<file path="src/inc/lbus_pkg.sv">
/*
  Shared constants of the local bus cycle engine: register map, field
  positions, reset values, cycle codes and bus states.
  Assumes a single 20 MHz clock domain.
*/
package lbus_pkg;
  // Register byte offsets
  localparam logic [7:0] CTRL_OFF = 8'h00;
  localparam logic [7:0] ADDR_OFF = 8'h04;
  localparam logic [7:0] WDATA_OFF = 8'h08;
  localparam logic [7:0] CFG_OFF = 8'h0c;
  localparam logic [7:0] RDATA_OFF = 8'h10;
  localparam logic [7:0] STAT_OFF = 8'h14;
  // CTRL fields: cycle code [2:0], byte flag, first-acknowledge flag
  localparam int CTRL_BYTE_BIT = 3;
  localparam int CTRL_FIRST_BIT = 4;
  // CFG fields: segment code [1:0], interrupt enable, seventh status bit
  localparam int CFG_IRQ_BIT = 2;
  localparam int CFG_SEVEN_BIT = 3;
  localparam logic [3:0] CFG_RST = 4'h2;
  // STAT fields: state [2:0], hold seen, busy
  localparam int STAT_HOLD_BIT = 3;
  localparam int STAT_BUSY_BIT = 4;
  // Cycle codes
  localparam logic [2:0] CYC_MEM_RD = 3'h0;
  localparam logic [2:0] CYC_MEM_WR = 3'h1;
  localparam logic [2:0] CYC_IO_RD = 3'h2;
  localparam logic [2:0] CYC_IO_WR = 3'h3;
  localparam logic [2:0] CYC_INTA = 3'h4;
  // Segment codes
  localparam logic [1:0] SEG_ALT = 2'h0;
  localparam logic [1:0] SEG_STACK = 2'h1;
  localparam logic [1:0] SEG_CODE = 2'h2;
  localparam logic [1:0] SEG_DATA = 2'h3;
  // Clock cycles per bus state
  localparam int TSTATE_CYCLES = 4;
  typedef enum logic [2:0] {ST_IDLE, ST_ADDRESS, ST_T2, ST_T3, ST_WAIT, ST_T4} bstate_t;
endpackage

</file>
<file path="src/rtl/lbus_engine.sv">
/*
  Local bus cycle engine: software posts a cycle over AHB-Lite, the engine
  runs the address, data, wait and end states on the multiplexed pins.
  Assumes pin inputs are asynchronous and bidirectional pins are resolved
  outside from the enables.
*/
// The register offsets and the AHB-Lite interface to the registers were left to the implementer.
`timescale 1ns/1ps
module lbus_engine #(
  parameter int TDIV = lbus_pkg::TSTATE_CYCLES
) (
  input wire logic hclk, // bus clock
  input wire logic hresetn, // async reset, active low
  input wire logic hsel, // slave select
  input wire logic [31:0] haddr, // byte address
  input wire logic [1:0] htrans, // transfer type
  input wire logic hwrite, // write when high
  input wire logic [2:0] hsize, // word only
  input wire logic [31:0] hwdata, // write data
  input wire logic hready, // bus ready in
  output logic hreadyout, // never stalls
  output logic hresp, // always okay
  output logic [31:0] hrdata, // read data
  input wire logic [15:0] addr_data_lines_i, // shared lines in
  output logic [15:0] addr_data_lines_o, // shared lines out
  output logic addr_data_lines_oe, // shared lines drive
  output logic [3:0] upper_addr_status_o, // top is line_top, bit 0 line_low
  output logic upper_addr_status_oe, // upper lines drive
  output logic high_byte_enable_n_o, // high byte enable / status seven
  output logic high_byte_enable_oe, // its drive
  output logic read_n_o, // read strobe
  output logic read_n_oe, // its drive
  output logic second_status_pin_o, // high for memory cycles
  input wire logic ready_i, // ready from device
  input wire logic hold_ack_i // hold acknowledged
);
  lbus_pkg::bstate_t state_r, state_nxt;
  logic [$clog2(TDIV)-1:0] cnt_r;
  logic ready_m, ready_s, hold_m, hold_s;
  logic [15:0] ad_m, ad_s;
  logic [2:0] cyc_r;
  logic byte_r, first_r, pend_r;
  logic [19:0] addr_r;
  logic [15:0] wdata_r, rdata_r;
  logic [3:0] cfg_r;
  logic irq_q_r;
  logic ph_wr_r;
  logic [7:0] ph_addr_r;

  // AHB-Lite decode
  wire addr_ph = hsel && htrans[1] && hready;
  wire wr_go = ph_wr_r;
  wire rd_go = addr_ph && !hwrite;
  wire busy = pend_r || (state_r != lbus_pkg::ST_IDLE);
  wire ctrl_wr = wr_go && (ph_addr_r == lbus_pkg::CTRL_OFF) && !busy && !hold_s;
  wire addr_wr = wr_go && (ph_addr_r == lbus_pkg::ADDR_OFF) && !busy;
  wire wdata_wr = wr_go && (ph_addr_r == lbus_pkg::WDATA_OFF) && !busy;
  wire cfg_wr = wr_go && (ph_addr_r == lbus_pkg::CFG_OFF);
  wire [7:0] stat_v = {3'h0, busy, hold_s, 3'(state_r)};
  wire [7:0] raddr = haddr[7:0];
  wire [31:0] rmux =
    (raddr == lbus_pkg::CTRL_OFF) ? {27'h0, first_r, byte_r, cyc_r} :
    (raddr == lbus_pkg::ADDR_OFF) ? {12'h0, addr_r} :
    (raddr == lbus_pkg::WDATA_OFF) ? {16'h0, wdata_r} :
    (raddr == lbus_pkg::CFG_OFF) ? {28'h0, cfg_r} :
    (raddr == lbus_pkg::RDATA_OFF) ? {16'h0, rdata_r} :
    (raddr == lbus_pkg::STAT_OFF) ? {24'h0, stat_v} : 32'h0;
  assign hreadyout = 1'b1;
  assign hresp = 1'b0;

  always_ff @(posedge hclk or negedge hresetn) begin
    if (!hresetn) begin
      ph_wr_r <= 1'b0;
      ph_addr_r <= 8'h0;
      hrdata <= 32'h0;
    end else begin
      ph_wr_r <= addr_ph && hwrite;
      if (addr_ph)
        ph_addr_r <= haddr[7:0];
      if (rd_go)
        hrdata <= rmux;
    end
  end

  always_ff @(posedge hclk or negedge hresetn) begin
    if (!hresetn) begin
      cyc_r <= lbus_pkg::CYC_MEM_RD;
      byte_r <= 1'b0;
      first_r <= 1'b0;
      addr_r <= 20'h0;
      wdata_r <= 16'h0;
      cfg_r <= lbus_pkg::CFG_RST;
    end else begin
      if (ctrl_wr) begin
        cyc_r <= hwdata[2:0];
        byte_r <= hwdata[lbus_pkg::CTRL_BYTE_BIT];
        first_r <= hwdata[lbus_pkg::CTRL_FIRST_BIT];
      end
      if (addr_wr)
        addr_r <= hwdata[19:0];
      if (wdata_wr)
        wdata_r <= hwdata[15:0];
      if (cfg_wr)
        cfg_r <= hwdata[3:0];
    end
  end

  // Pin synchronisers
  always_ff @(posedge hclk or negedge hresetn) begin
    if (!hresetn) begin
      {ready_m, ready_s, hold_m, hold_s} <= 4'h0;
      ad_m <= 16'h0;
      ad_s <= 16'h0;
    end else begin
      ready_m <= ready_i;
      ready_s <= ready_m;
      hold_m <= hold_ack_i;
      hold_s <= hold_m;
      ad_m <= addr_data_lines_i;
      ad_s <= ad_m;
    end
  end

  // One bus state lasts TDIV clocks
  wire tick = (cnt_r == ($clog2(TDIV))'(TDIV - 1));
  wire is_mem = (cyc_r == lbus_pkg::CYC_MEM_RD) || (cyc_r == lbus_pkg::CYC_MEM_WR);
  wire is_rd = (cyc_r == lbus_pkg::CYC_MEM_RD) || (cyc_r == lbus_pkg::CYC_IO_RD);
  wire is_wr = (cyc_r == lbus_pkg::CYC_MEM_WR) || (cyc_r == lbus_pkg::CYC_IO_WR);
  wire is_inta = (cyc_r == lbus_pkg::CYC_INTA);
  wire in_address = (state_r == lbus_pkg::ST_ADDRESS);
  wire in_t2 = (state_r == lbus_pkg::ST_T2);
  wire in_wait = (state_r == lbus_pkg::ST_T3) || (state_r == lbus_pkg::ST_WAIT);
  wire in_data = in_t2 || in_wait || (state_r == lbus_pkg::ST_T4);
  wire finish = tick && in_wait && ready_s;

  always_comb begin
    state_nxt = state_r;
    unique case (state_r)
      lbus_pkg::ST_IDLE: if (pend_r) state_nxt = lbus_pkg::ST_ADDRESS;
      lbus_pkg::ST_ADDRESS: state_nxt = lbus_pkg::ST_T2;
      lbus_pkg::ST_T2: state_nxt = lbus_pkg::ST_T3;
      // wait for ready
      // Hold does not stop a cycle in flight, it only floats the pins
      lbus_pkg::ST_T3, lbus_pkg::ST_WAIT: state_nxt = ready_s ? lbus_pkg::ST_T4 : lbus_pkg::ST_WAIT;
      lbus_pkg::ST_T4: state_nxt = lbus_pkg::ST_IDLE;
    endcase
  end

  always_ff @(posedge hclk or negedge hresetn) begin
    if (!hresetn) begin
      state_r <= lbus_pkg::ST_IDLE;
      cnt_r <= '0;
      pend_r <= 1'b0;
      rdata_r <= 16'h0;
    end else begin
      cnt_r <= tick ? '0 : cnt_r + 1'b1;
      if (tick)
        state_r <= state_nxt;
      if (ctrl_wr)
        pend_r <= 1'b1;
      else if (tick && state_r == lbus_pkg::ST_IDLE)
        pend_r <= 1'b0;
      if (finish && is_rd)
        rdata_r <= ad_s;
    end
  end

  // Pin values, registered one clock after the state they belong to
  // A word at an odd address is not split: it goes out as a word
  wire low_address_bit = byte_r && addr_r[0];
  wire hbe_n_addr = first_r ? 1'b0 : (byte_r && !addr_r[0]);
  wire ad_oe_nxt = !hold_s && !is_inta && (in_address || (is_wr && in_data));
  wire [15:0] ad_nxt = in_address ? {addr_r[15:1], low_address_bit} : wdata_r;
  wire [3:0] uas_nxt = in_address ? (is_mem ? addr_r[19:16] : 4'h0) :
                       in_data ? {1'b0, irq_q_r, cfg_r[1:0]} : 4'h0;
  wire hbe_nxt = in_address ? hbe_n_addr : in_data ? cfg_r[lbus_pkg::CFG_SEVEN_BIT] : 1'b1;
  // first clock of T2 left high
  wire rd_nxt = !(is_rd && ((in_t2 && cnt_r != '0) || in_wait));

  always_ff @(posedge hclk or negedge hresetn) begin
    if (!hresetn) begin
      irq_q_r <= 1'b0;
      addr_data_lines_o <= 16'h0;
      addr_data_lines_oe <= 1'b0;
      upper_addr_status_o <= 4'h0;
      upper_addr_status_oe <= 1'b0;
      high_byte_enable_n_o <= 1'b1;
      high_byte_enable_oe <= 1'b0;
      read_n_o <= 1'b1;
      read_n_oe <= 1'b0;
      second_status_pin_o <= 1'b0;
    end else begin
      irq_q_r <= cfg_r[lbus_pkg::CFG_IRQ_BIT];
      addr_data_lines_o <= ad_nxt;
      addr_data_lines_oe <= ad_oe_nxt;
      upper_addr_status_o <= uas_nxt;
      high_byte_enable_n_o <= hbe_nxt;
      read_n_o <= rd_nxt;
      upper_addr_status_oe <= !hold_s;
      high_byte_enable_oe <= !hold_s;
      read_n_oe <= !hold_s;
      second_status_pin_o <= is_mem;
    end
  end
endmodule

</file>
<file path="config.mk">
export PLATFORM = sky130hd
export DESIGN_NAME = lbus_engine
export DESIGN_NICKNAME = d
export VERILOG_FILES = /design/src/inc/lbus_pkg.sv /design/src/rtl/lbus_engine.sv
export SDC_FILE = /design/constraint.sdc
export NUM_CORES = 1
export LEC_CHECK = 0
export BUFFER_PORTS_ARGS = -buffer_cell sky130_fd_sc_hd__buf_4
export CAP_MARGIN = 15
export CORE_MARGIN = 2
export CORE_UTILIZATION = 40
export CTS_BUF_LIST = sky130_fd_sc_hd__clkbuf_8
export DETAILED_ROUTE_END_ITERATION = 10
export HOLD_SLACK_MARGIN = 0.15
export PLACE_DENSITY_LB_ADDON = 0.08
export SLEW_MARGIN = 30
export SYNTH_ARGS = -nofsm -noshare
export SYNTH_HDL_FRONTEND = slang
export SYNTH_SLANG_ARGS = --single-unit
</file>
<file path="constraint.sdc">
create_clock -name hclk -period 2.3 [get_ports hclk]
set_input_delay 0.345 -clock hclk [delete_from_list [all_inputs] [get_ports hclk]]
set_output_delay 0.345 -clock hclk [all_outputs]
set_load 0.01 [all_outputs]
</file>
==> results.py, run 1 <==
metrics = {
    "status": {
        "outcome": "finished, final reports clean",
    },
    "detailed_routing": {
        "top_layer": "met4",
        "drc_errors": 0,
        "routed_wl_um": 14300,
        "dr_total_vias": 4109,
        "routed-wl-met2_um": 6550,
        "wl_met1_um": 6900,
        "route.met3.wl_um": 662,
        "drtIter0Drc": 183,
        "drt-wirelength-per-cell_um": 16.7,
        "ant_nets": 0,
        "viasPerCell": 4.81,
        "drtPass1Iterations": 5,
    },
    "floorplanning": {
        "start_util": 0.405,
        "die_w_um": 130,
        "num_io_pins": 153,
        "die_h_um": 130,
        "dieArea_um2": 16900,
        "rows": 46,
        "core_area_um2": 15700,
    },
    "synthesis": {
        "synth_common_cells": "dfrtp_1 (155), mux2_2 (75), nand2_1 (36), a21oi_1 (29), o21ai_0 (17)",
        "syn_area_um2": 6340,
        "synth_area_leaders": "dfrtp_1 (61%), mux2_2 (13%), mux2_4 (2.4%), a21oi_1 (2.3%), nand2_1 (2.1%)",
        "synthArstFlopShare": 1.00,
        "synth_enable_flop_cells": 0,
        "synthDistinctLibCells": 49,
        "synth.most_common_cell": "dfrtp_1",
        "yosysTopAreaCell": "dfrtp_1",
        "yosysWarnings": 0,
        "postSynthCellCount": 474,
        "ys_seq_area_frac": 0.624,
        "post_synth.cell_area_avg_um2": 13.4,
        "ys_ff_latch": 158,
        "synth_top_flop_cell": "dfrtp_1",
        "yosysTopAreaCellShare": 0.612,
    },
    "placed_design": {
        "place_congestion": 0.787,
        "place_ws_ns": 0.266,
        "port_buffers": 98,
        "dp.cells": 778,
        "place_area_um2": 7330,
        "place_hpwl_um": 9370,
    },
    "clock_tree": {
        "path_clk_slew_ns": 0.08,
        "cts-root-buf": "clkbuf_8",
        "cts_tree": "built",
        "clk_path_buf_depth": 2,
        "cts_resized": 0,
        "postCtsSetupBuffers": 0,
        "htree_num_levels": 4,
        "clock_latency_ns": 0.46,
        "cts.sinks": 158,
        "cts-buffers-inserted": 17,
    },
    "critical_path": {
        "startpoint": "state_r[0]",
        "worst-setup-path-type": "reg -> reg",
        "critPathLaunchType": "flip-flop",
        "r2r_setup_slack_ns": 0.27,
        "r2r_cells": 4,
        "reg2reg_to": "byte_r",
        "cp_max_fo": 6,
        "required_ns": 2.64,
        "endpoint_kind": "flip-flop",
        "reg2reg_from": "state_r[0]",
        "arrival_ns": 2.37,
    },
    "timing": {
        "drv_slew": 0,
        "timing.slew.headroom": 0.560,
        "period_needed_ns": 2.03,
        "finalHoldViolCount": 0,
        "timing.final.ws_setup_ns": 0.270,
        "tightest_slew_ns": 0.658,
        "tns_ns": 0,
        "rsz0062_at_grt": "false",
        "setup_viol": 0,
        "clock-skew-final_ns": 0.0148,
        "fmax_mhz": 493,
        "fin_crit_sh": 0.883,
    },
    "final_layout": {
        "layout-drive-gt1-share": 0.382,
        "multi_input_area_um2": 2180,
        "num-fill-cells": 1407,
        "instances_no_fill": 854,
        "syn_to_final_growth_pct": 28.8,
        "diodes": 0,
        "stdcell_area_um2": 8160,
        "nNetsFinal": 719,
        "regArea_um2": 3960,
    },
    "hold_path": {
        "worstHoldPathCells": 2,
        "hold_start": "haddr[1]",
        "min_to": "ph_addr_r[1]",
        "hold_class": "in -> reg",
    },
    "global_routing": {
        "overflow": 0,
        "grt_usage": 0.177,
        "grt_pass1_wl_um": 22200,
        "grt_max_degree": 86,
        "grt_pass1_vias": 4136,
        "antenna_found_initial": 0,
    },
    "power": {
        "p_leak_nw": 3.78,
        "pwr_density_cell_nw_per_um2": 811,
        "ir_drop_uv": 421,
    },
    "flow_run": {
        "cap_violations": 0,
    },
}
[where the power goes]
part           total [mW]  switching (mW)  internal, mW
sequential           3.31           0.192          3.12
clock                2.00            1.07         0.931
combinational        1.30           0.628         0.676
[critical path: stages (launching register included)]
cell     delay (ns)
dfrtp_1        0.39
or4_4          0.58
nor4_4         0.30
nand2_1        0.30
mux2_2         0.35
[flip-flops by register name, summed over array words and instances, names as in the netlist, 4 cells and up]
signal / cells
ad_m: 16
upper_addr_status_o: 4
ad_s: 16
ph_addr_r: 8
cfg_r: 4
wdata_r: 16
addr_r: 20
addr_data_lines_o: 16
rdata_r: 16
hrdata: 20
[layer usage]
| layer | GRT usage | vias up |
|---|---|---|
| met4 | 0.0538 | 0 |
| met3 | 0.0500 | 14 |
| met1 | 0.248 | 2022 |
| li1 | - | 1953 |
| met5 | 0 | - |
| met2 | 0.269 | 120 |
[repair_timing]
item | CTS | global route
hold endpoints to repair | 223 | 0
setup endpoints to repair | 0 | 0
hold buffers | 44 | 0
[area by class of cell]
cell class / instances / area share
Tap cell: 216 / 0.0331
Timing Repair Buffer: 159 / 0.163
Inverter: 8 / 0.00368
Multi-Input combinational cell: 281 / 0.267
Clock inverter: 13 / 0.0158
Sequential cell: 158 / 0.485
Clock buffer: 19 / 0.0320
[per-stage QoR]
step,util,hold WS (ns),power [mW]
global route,0.521,0.161,6.96
CTS,0.521,0.158,6.70
global placement,0.468,0.135,4.60
detailed placement,0.468,0.134,4.62
finish,0.521,0.184,6.62
floorplan,-,0.0494,4.01
[kinds of logic after synthesis]
| family | Yosys count | share of synthesized area |
|---|---|---|
| flops | 158 | 0.624 |
| mux | 91 | 0.166 |
| compound gates | 90 | 0.0934 |
| simple gates | 83 | 0.0695 |
| buf+inv | 47 | 0.0397 |
| fa+ha+maj | 2 | 0.00395 |
| other cells | 2 | 0.00119 |
| xor+xnor | 1 | 0.00138 |
[worst max-delay path by stage]
stage               slack (ns)    endpoint  depth (start not counted)
finish                    0.27      byte_r                          4
global placement          0.28     first_r                          4
detailed placement        0.27    cyc_r[1]                          4
floorplan                 0.40  wdata_r[0]                          5
CTS                       0.25      byte_r                          4
global route              0.18      byte_r                          4
[cells in the final DEF (no fill, tap or decap), types with 2 or more instances in the layout]
cell and instances:
dfrtp_1 155, buf_4 112, nor3_1 4, a22oi_1 3, clkinv_4 5, inv_6 4
clkinvlp_4 2, o311ai_0 2, nand2_1 36, and3_1 3, nand2b_1 5, mux2_4 10
o21ai_0 17, dlygate4sd3_1 44, a31oi_1 3, o31ai_1 12, o22ai_1 2, or3b_2 2
inv_1 8, nand3_1 4, dfstp_2 3, ha_1 2, nor2b_1 3, conb_1 14
nor4_1 2, mux2i_1 6, and2_1 3, a21oi_1 29, clkbuf_8 19, buf_12 2
nor2_1 9, mux2_2 75, a2bb2oi_1 12, a22o_1 3
No activity file was read; power rests on OpenSTA's default activity.
==> inputs of run 2 (changes only) <==
--- a/config.mk
+++ b/config.mk
@@ -7,9 +7,9 @@
 export LEC_CHECK = 0
 export BUFFER_PORTS_ARGS = -buffer_cell sky130_fd_sc_hd__buf_4
 export CAP_MARGIN = 15
+export CORE_ASPECT_RATIO = 1.2
 export CORE_MARGIN = 2
 export CORE_UTILIZATION = 40
-export CTS_BUF_LIST = sky130_fd_sc_hd__clkbuf_8
 export DETAILED_ROUTE_END_ITERATION = 10
 export HOLD_SLACK_MARGIN = 0.15
 export PLACE_DENSITY_LB_ADDON = 0.08
==> run 2 against run 1 <==
Compared with the run above:
- worst hold slack worse by 0.018 ns
- sequential cell count unchanged
- register-to-register slack worse by 0.04 ns
- maximum frequency down 2.0%
- cell area about the same
- clock skew down 0.0086 ns
- highest routed layer unchanged
- final cell count down 2.7%
- largest power group unchanged
- wire length up 2.5%
- clock power up 29%
- sequential share of layout area about the same
- setup slack worse by 0.042 ns
==> results.py, run 2 (synthesis gave the netlist of run 1 again) <==
metrics = {
    "floorplanning": {
        "die_h_um": 142,
        "dieArea_um2": 16900,
        "core_area_um2": 15600,
        "start_util": 0.407,
        "num_io_pins": 153,
        "die_w_um": 119,
        "rows": 50,
    },
    "clock_tree": {
        "clock_latency_ns": 0.42,
        "postCtsSetupBuffers": 0,
        "cts.sinks": 158,
        "path_clk_slew_ns": 0.06,
        "cts_resized": 0,
        "clk_path_buf_depth": 2,
        "cts_tree": "built",
        "cts-buffers-inserted": 17,
        "htree_num_levels": 4,
        "cts-root-buf": "clkbuf_16",
    },
    "critical_path": {
        "worst-path-stages": 4,
        "crit_slowest_cell": "or4_4",
        "crit_chain": "or4_4 -> nor4_4 -> nand2_1 -> mux2_2",
        "worst-setup-path-type": "reg -> reg",
        "endpoint_kind": "flip-flop",
        "critPathBufInv": 0,
        "startpoint": "state_r[0]",
        "reg2reg_to": "byte_r",
        "r2r_cells": 4,
        "reg2reg_from": "state_r[0]",
        "arrival_ns": 2.37,
        "crit_family": "simple AND/OR/NAND/NOR gates",
        "r2r_setup_slack_ns": 0.23,
        "cp_slowest_stage_delay_ns": 0.58,
        "crit_end": "byte_r",
        "cp_max_fo": 6,
        "critPathLaunchType": "flip-flop",
        "required_ns": 2.60,
    },
    "detailed_routing": {
        "viasPerCell": 5.00,
        "drt-wirelength-per-cell_um": 17.6,
        "routed-wl-met2_um": 7590,
        "dr_total_vias": 4159,
        "route.met3.wl_um": 580,
        "routed_wl_um": 14600,
        "drc_errors": 0,
        "drtPass1Iterations": 4,
        "ant_nets": 0,
        "wl_met1_um": 6220,
        "drtIter0Drc": 170,
        "top_layer": "met4",
    },
    "timing": {
        "timing.final.ws_setup_ns": 0.228,
        "tightest_slew_ns": 0.628,
        "period_needed_ns": 2.07,
        "tns_ns": 0,
        "finalHoldViolCount": 0,
        "setup_viol": 0,
        "fin_crit_sh": 0.901,
        "rsz0062_at_grt": "false",
        "clock-skew-final_ns": 0.00617,
        "timing.slew.headroom": 0.579,
        "fmax_mhz": 483,
        "drv_slew": 0,
    },
    "hold_path": {
        "hold_class": "in -> reg",
        "worstHoldPathCells": 2,
    },
    "power": {
        "pwr_density_cell_nw_per_um2": 879,
        "ir_drop_uv": 475,
        "p_leak_nw": 3.78,
    },
    "placed_design": {
        "place_hpwl_um": 9650,
        "place_congestion": 0.802,
        "port_buffers": 98,
        "place_ws_ns": 0.250,
    },
    "final_layout": {
        "nNetsFinal": 705,
        "final_cell_mix": "dfrtp_1 (155), buf_4 (115), mux2_2 (75)",
        "diodes": 0,
        "top_regs": "addr_r x20, hrdata x20",
        "layout-drive-gt1-share": 0.392,
        "final_common_cell": "dfrtp_1",
        "syn_to_final_growth_pct": 28.7,
    },
    "global_routing": {
        "antenna_found_initial": 0,
        "overflow": 0,
        "grt_pass1_vias": 4378,
        "grt_usage": 0.183,
        "grt_max_degree": 58,
        "grt_pass1_wl_um": 23300,
    },
    "flow_run": {
        "cap_violations": 0,
    },
    "status": {
        "outcome": "finished, final reports clean",
    },
}
==> run 2: what timing repair did <==
action | CTS | global route
hold buffers | 27 | 0
endpoints found under the setup margin | 0 | 0
hold endpoints to repair | 149 | 0
==> run 2: worst min path at each step <==
stage | start | end
6_report | hwdata[17] | addr_r[17]
3_5_place_dp | hresetn | ready_s
4_1_cts | hwdata[7] | addr_r[7]
3_3_place_gp | hresetn | read_n_oe
2_1_floorplan | hresetn | ad_m[0]
5_1_grt | hwdata[10] | wdata_r[10]
==> run 2: power breakdown <==
part           internal [mW]  leakage [nW]  switching [mW]
sequential              3.13          1.94           0.173
combinational          0.673          1.59           0.610
clock                   1.50         0.258            1.08
total                   5.30          3.78            1.86
==> run 2: area by class of cell <==
class                           count  area [um^2]
Clock buffer                       20          447
Clock inverter                     11         93.8
Fill cell                        1386         7420
Inverter                            8         30.0
Multi-Input combinational cell    281         2180
Sequential cell                   158         3960
Tap cell                          208          260
Timing Repair Buffer              145         1180
==> run 2: per-stage QoR <==
| stage | instance area [um^2] | hold WS, ns | total power [mW] | instances | util |
|---|---|---|---|---|---|
| floorplan | 6380 | 0.0494 | 4.01 | 486 | - |
| global placement | 7340 | 0.222 | 4.60 | 773 | 0.471 |
| detailed placement | 7340 | 0.225 | 4.62 | 773 | 0.471 |
| CTS | 8150 | 0.151 | 7.26 | 831 | 0.523 |
| global route | 8150 | 0.154 | 7.53 | 831 | 0.523 |
| finish | 8150 | 0.167 | 7.17 | 831 | 0.523 |
==> run 2: metal layers <==
layer,vias to the layer above,GRT usage
li1,1919,-
met1,2129,0.223
met2,94,0.316
met3,17,0.0402
met4,0,0.0721
met5,-,0
==> inputs of run 3 (changes only) <==
--- a/config.mk
+++ b/config.mk
@@ -5,9 +5,8 @@
 export SDC_FILE = /design/constraint.sdc
 export NUM_CORES = 1
 export LEC_CHECK = 0
-export BUFFER_PORTS_ARGS = -buffer_cell sky130_fd_sc_hd__buf_4
-export CAP_MARGIN = 15
-export CORE_ASPECT_RATIO = 1.2
+export BUFFER_PORTS_ARGS = -buffer_cell sky130_fd_sc_hd__buf_2
+export CAP_MARGIN = 20
 export CORE_MARGIN = 2
 export CORE_UTILIZATION = 40
 export DETAILED_ROUTE_END_ITERATION = 10
==> run 3 against run 2 <==
Compared with the run above:
- combinational power fell by 8%
- final cell count rose by 0.72%
- sequential share of layout area rose by 1.2 points
- via count fell by 0.63%
- setup slack improved by 0.016 ns
- worst hold slack improved by 0.0094 ns
- non-clock buffer count fell by 3
- critical endpoint is now cyc_r[1]
- largest power group unchanged
- clock-buffer cell count rose by 2
- cell area fell by 2.3%
- total power rose by 2.7%
- highest routed layer unchanged
- register-to-register slack improved by 0.02 ns
- maximum frequency rose by 0.77%
==> results.py, run 3 (synthesis gave the netlist of run 1 again) <==
metrics = {
    "final_layout": {
        "num-fill-cells": 1432,
        "utilization": 0.509,
        "final_common_cell": "dfrtp_1",
        "nNetsFinal": 702,
        "final_cell_mix": "dfrtp_1 (155), buf_2 (97), mux2_2 (75)",
        "syn_to_final_growth_pct": 25.6,
        "top_regs": "addr_r x20, hrdata x20",
        "layout-drive-gt1-share": 0.399,
        "stdcell_area_um2": 7960,
        "diodes": 0,
    },
    "timing": {
        "rsz0062_at_grt": "false",
        "fmax_mhz": 486,
        "clock-skew-final_ns": 0.00646,
        "tns_ns": 0,
        "tightest_slew_ns": 0.675,
        "finalHoldViolCount": 0,
        "setup_viol": 0,
        "timing.final.ws_setup_ns": 0.244,
        "drv_slew": 0,
        "timing.slew.headroom": 0.549,
        "fin_crit_sh": 0.894,
        "period_needed_ns": 2.06,
    },
    "power": {
        "power_mw": 7.36,
        "comb_power_share": 0.160,
        "p_sw_frac": 0.260,
        "switching_power_mw": 1.91,
        "p_clk_frac": 0.390,
        "ir_drop_uv": 462,
        "seqPwrFrac": 0.450,
        "p_leak_nw": 3.76,
        "pwr_density_cell_nw_per_um2": 924,
        "internal-power_mw": 5.45,
    },
    "detailed_routing": {
        "drtPass1Iterations": 4,
        "drc_errors": 0,
        "drt-wirelength-per-cell_um": 16.9,
        "routed_wl_um": 14200,
        "dr_total_vias": 4133,
        "ant_nets": 0,
        "viasPerCell": 4.94,
        "drtIter0Drc": 148,
    },
    "global_routing": {
        "grt_usage": 0.179,
        "met2_usage": 0.276,
        "top_usage_layer": "met2",
        "grt_max_degree": 60,
        "grt_pass1_vias": 4145,
        "use_met3": 0.0459,
        "use_met1": 0.245,
        "grt_pass1_wl_um": 22500,
        "overflow": 0,
        "antenna_found_initial": 0,
    },
    "hold_path": {
        "worstHoldPathCells": 2,
        "hold_start": "hwdata[19]",
        "hold_class": "in -> reg",
        "min_to": "addr_r[19]",
    },
    "placed_design": {
        "place_hpwl_um": 9520,
        "place_congestion": 0.783,
        "place_area_um2": 7120,
        "port_buffers": 98,
        "place_ws_ns": 0.243,
    },
    "floorplanning": {
        "core_area_um2": 15700,
        "dieArea_um2": 16900,
        "die_w_um": 130,
        "die_h_um": 130,
        "num_io_pins": 153,
        "rows": 46,
        "start_util": 0.405,
    },
    "clock_tree": {
        "path_clk_slew_ns": 0.06,
        "cts.sinks": 158,
        "htree_num_levels": 4,
        "clock_latency_ns": 0.42,
        "cts_tree": "built",
        "cts-root-buf": "clkbuf_16",
        "clk_path_buf_depth": 2,
        "cts-buffers-inserted": 17,
    },
    "critical_path": {
        "cp_max_fo": 6,
        "reg2reg_to": "cyc_r[1]",
        "crit_slowest_cell": "or4_1",
        "critPathLaunchType": "flip-flop",
        "reg2reg_from": "ph_addr_r[5]",
        "worst-setup-path-type": "reg -> reg",
        "cp_slowest_stage_delay_ns": 0.65,
        "crit_chain": "or4_1 -> nor4_4 -> nand2_1 -> mux2_2",
        "critPathBufInv": 0,
        "crit_family": "simple AND/OR/NAND/NOR gates",
        "r2r_setup_slack_ns": 0.24,
        "required_ns": 2.60,
        "endpoint_kind": "flip-flop",
        "arrival_ns": 2.36,
        "r2r_cells": 4,
    },
    "status": {
        "outcome": "finished, final reports clean",
    },
    "flow_run": {
        "cap_violations": 0,
    },
}
run 3: cell types whose count changed in the layout (fill, tap and decap cells not counted):
cell	change
dlygate4sd3_1	-5
buf_4	-95
bufinv_16	+1
nor2b_2	-1
buf_2	+97
clkinvlp_4	-3
nor2b_1	+1
clkinv_4	+2
clkbuf_8	+4
inv_6	+3
clkinv_2	-4
clkbuf_1	-2
run 3: area by class of cell:
class / instances / area [um^2] / share of cell area
Tap cell: 216 / 270 / 0.0339
Clock buffer: 22 / 494 / 0.0621
Sequential cell: 158 / 3960 / 0.497
Inverter: 8 / 30.0 / 0.00377
Timing Repair Buffer: 142 / 907 / 0.114
Clock inverter: 10 / 125 / 0.0157
Multi-Input combinational cell: 281 / 2180 / 0.274
run 3: worst register-to-register path, delay by kind of cell (launching register included):
family / cells / cell delay, ns
muxes: 1 / 0.36
DFF: 1 / 0.37
and+or+nand+nor: 3 / 1.21
run 3: worst max path at each step:
stage | from | end | slack, ns | cells past startpoint
floorplan | state_r[0] | wdata_r[0] | 0.40 | 5
global placement | ph_addr_r[5] | wdata_r[11] | 0.28 | 4
detailed placement | ph_addr_r[5] | wdata_r[10] | 0.24 | 4
CTS | ph_addr_r[5] | cyc_r[1] | 0.24 | 4
global route | ph_addr_r[5] | wdata_r[9] | 0.14 | 4
finish | ph_addr_r[5] | cyc_r[1] | 0.24 | 4
run 3: repair_timing:
| action | in CTS | in global routing |
|---|---|---|
| setup endpoints to repair | 0 | 0 |
| gates resized for setup | 0 | 0 |
| hold buffers | 21 | 1 |
| endpoints found under the hold margin | 72 | 1 |
| setup buffers | 0 | 0 |
run 3: power by group through the flow:
stage          clock network [mW]  registers (mW)  logic, mW
3_5_place_dp                    0            3.36       1.16
5_1_grt                      3.07            3.35       1.29
6_report                     2.87            3.31       1.18
2_1_floorplan                   0            3.38      0.635
4_1_cts                      2.94            3.31       1.19
3_3_place_gp                    0            3.35       1.15
run 3: metal layers:
metal,part of all wire,vias up
met4,0.013,0
li1,-,1926
met5,0,-
met2,0.47,114
met3,0.051,13
met1,0.47,2080
run 3: per-stage QoR:
step,cells,hold WS [ns]
3_5_place_dp,783,0.335
4_1_cts,836,0.150
3_3_place_gp,783,0.332
5_1_grt,837,0.159
6_report,837,0.176
2_1_floorplan,486,0.0494
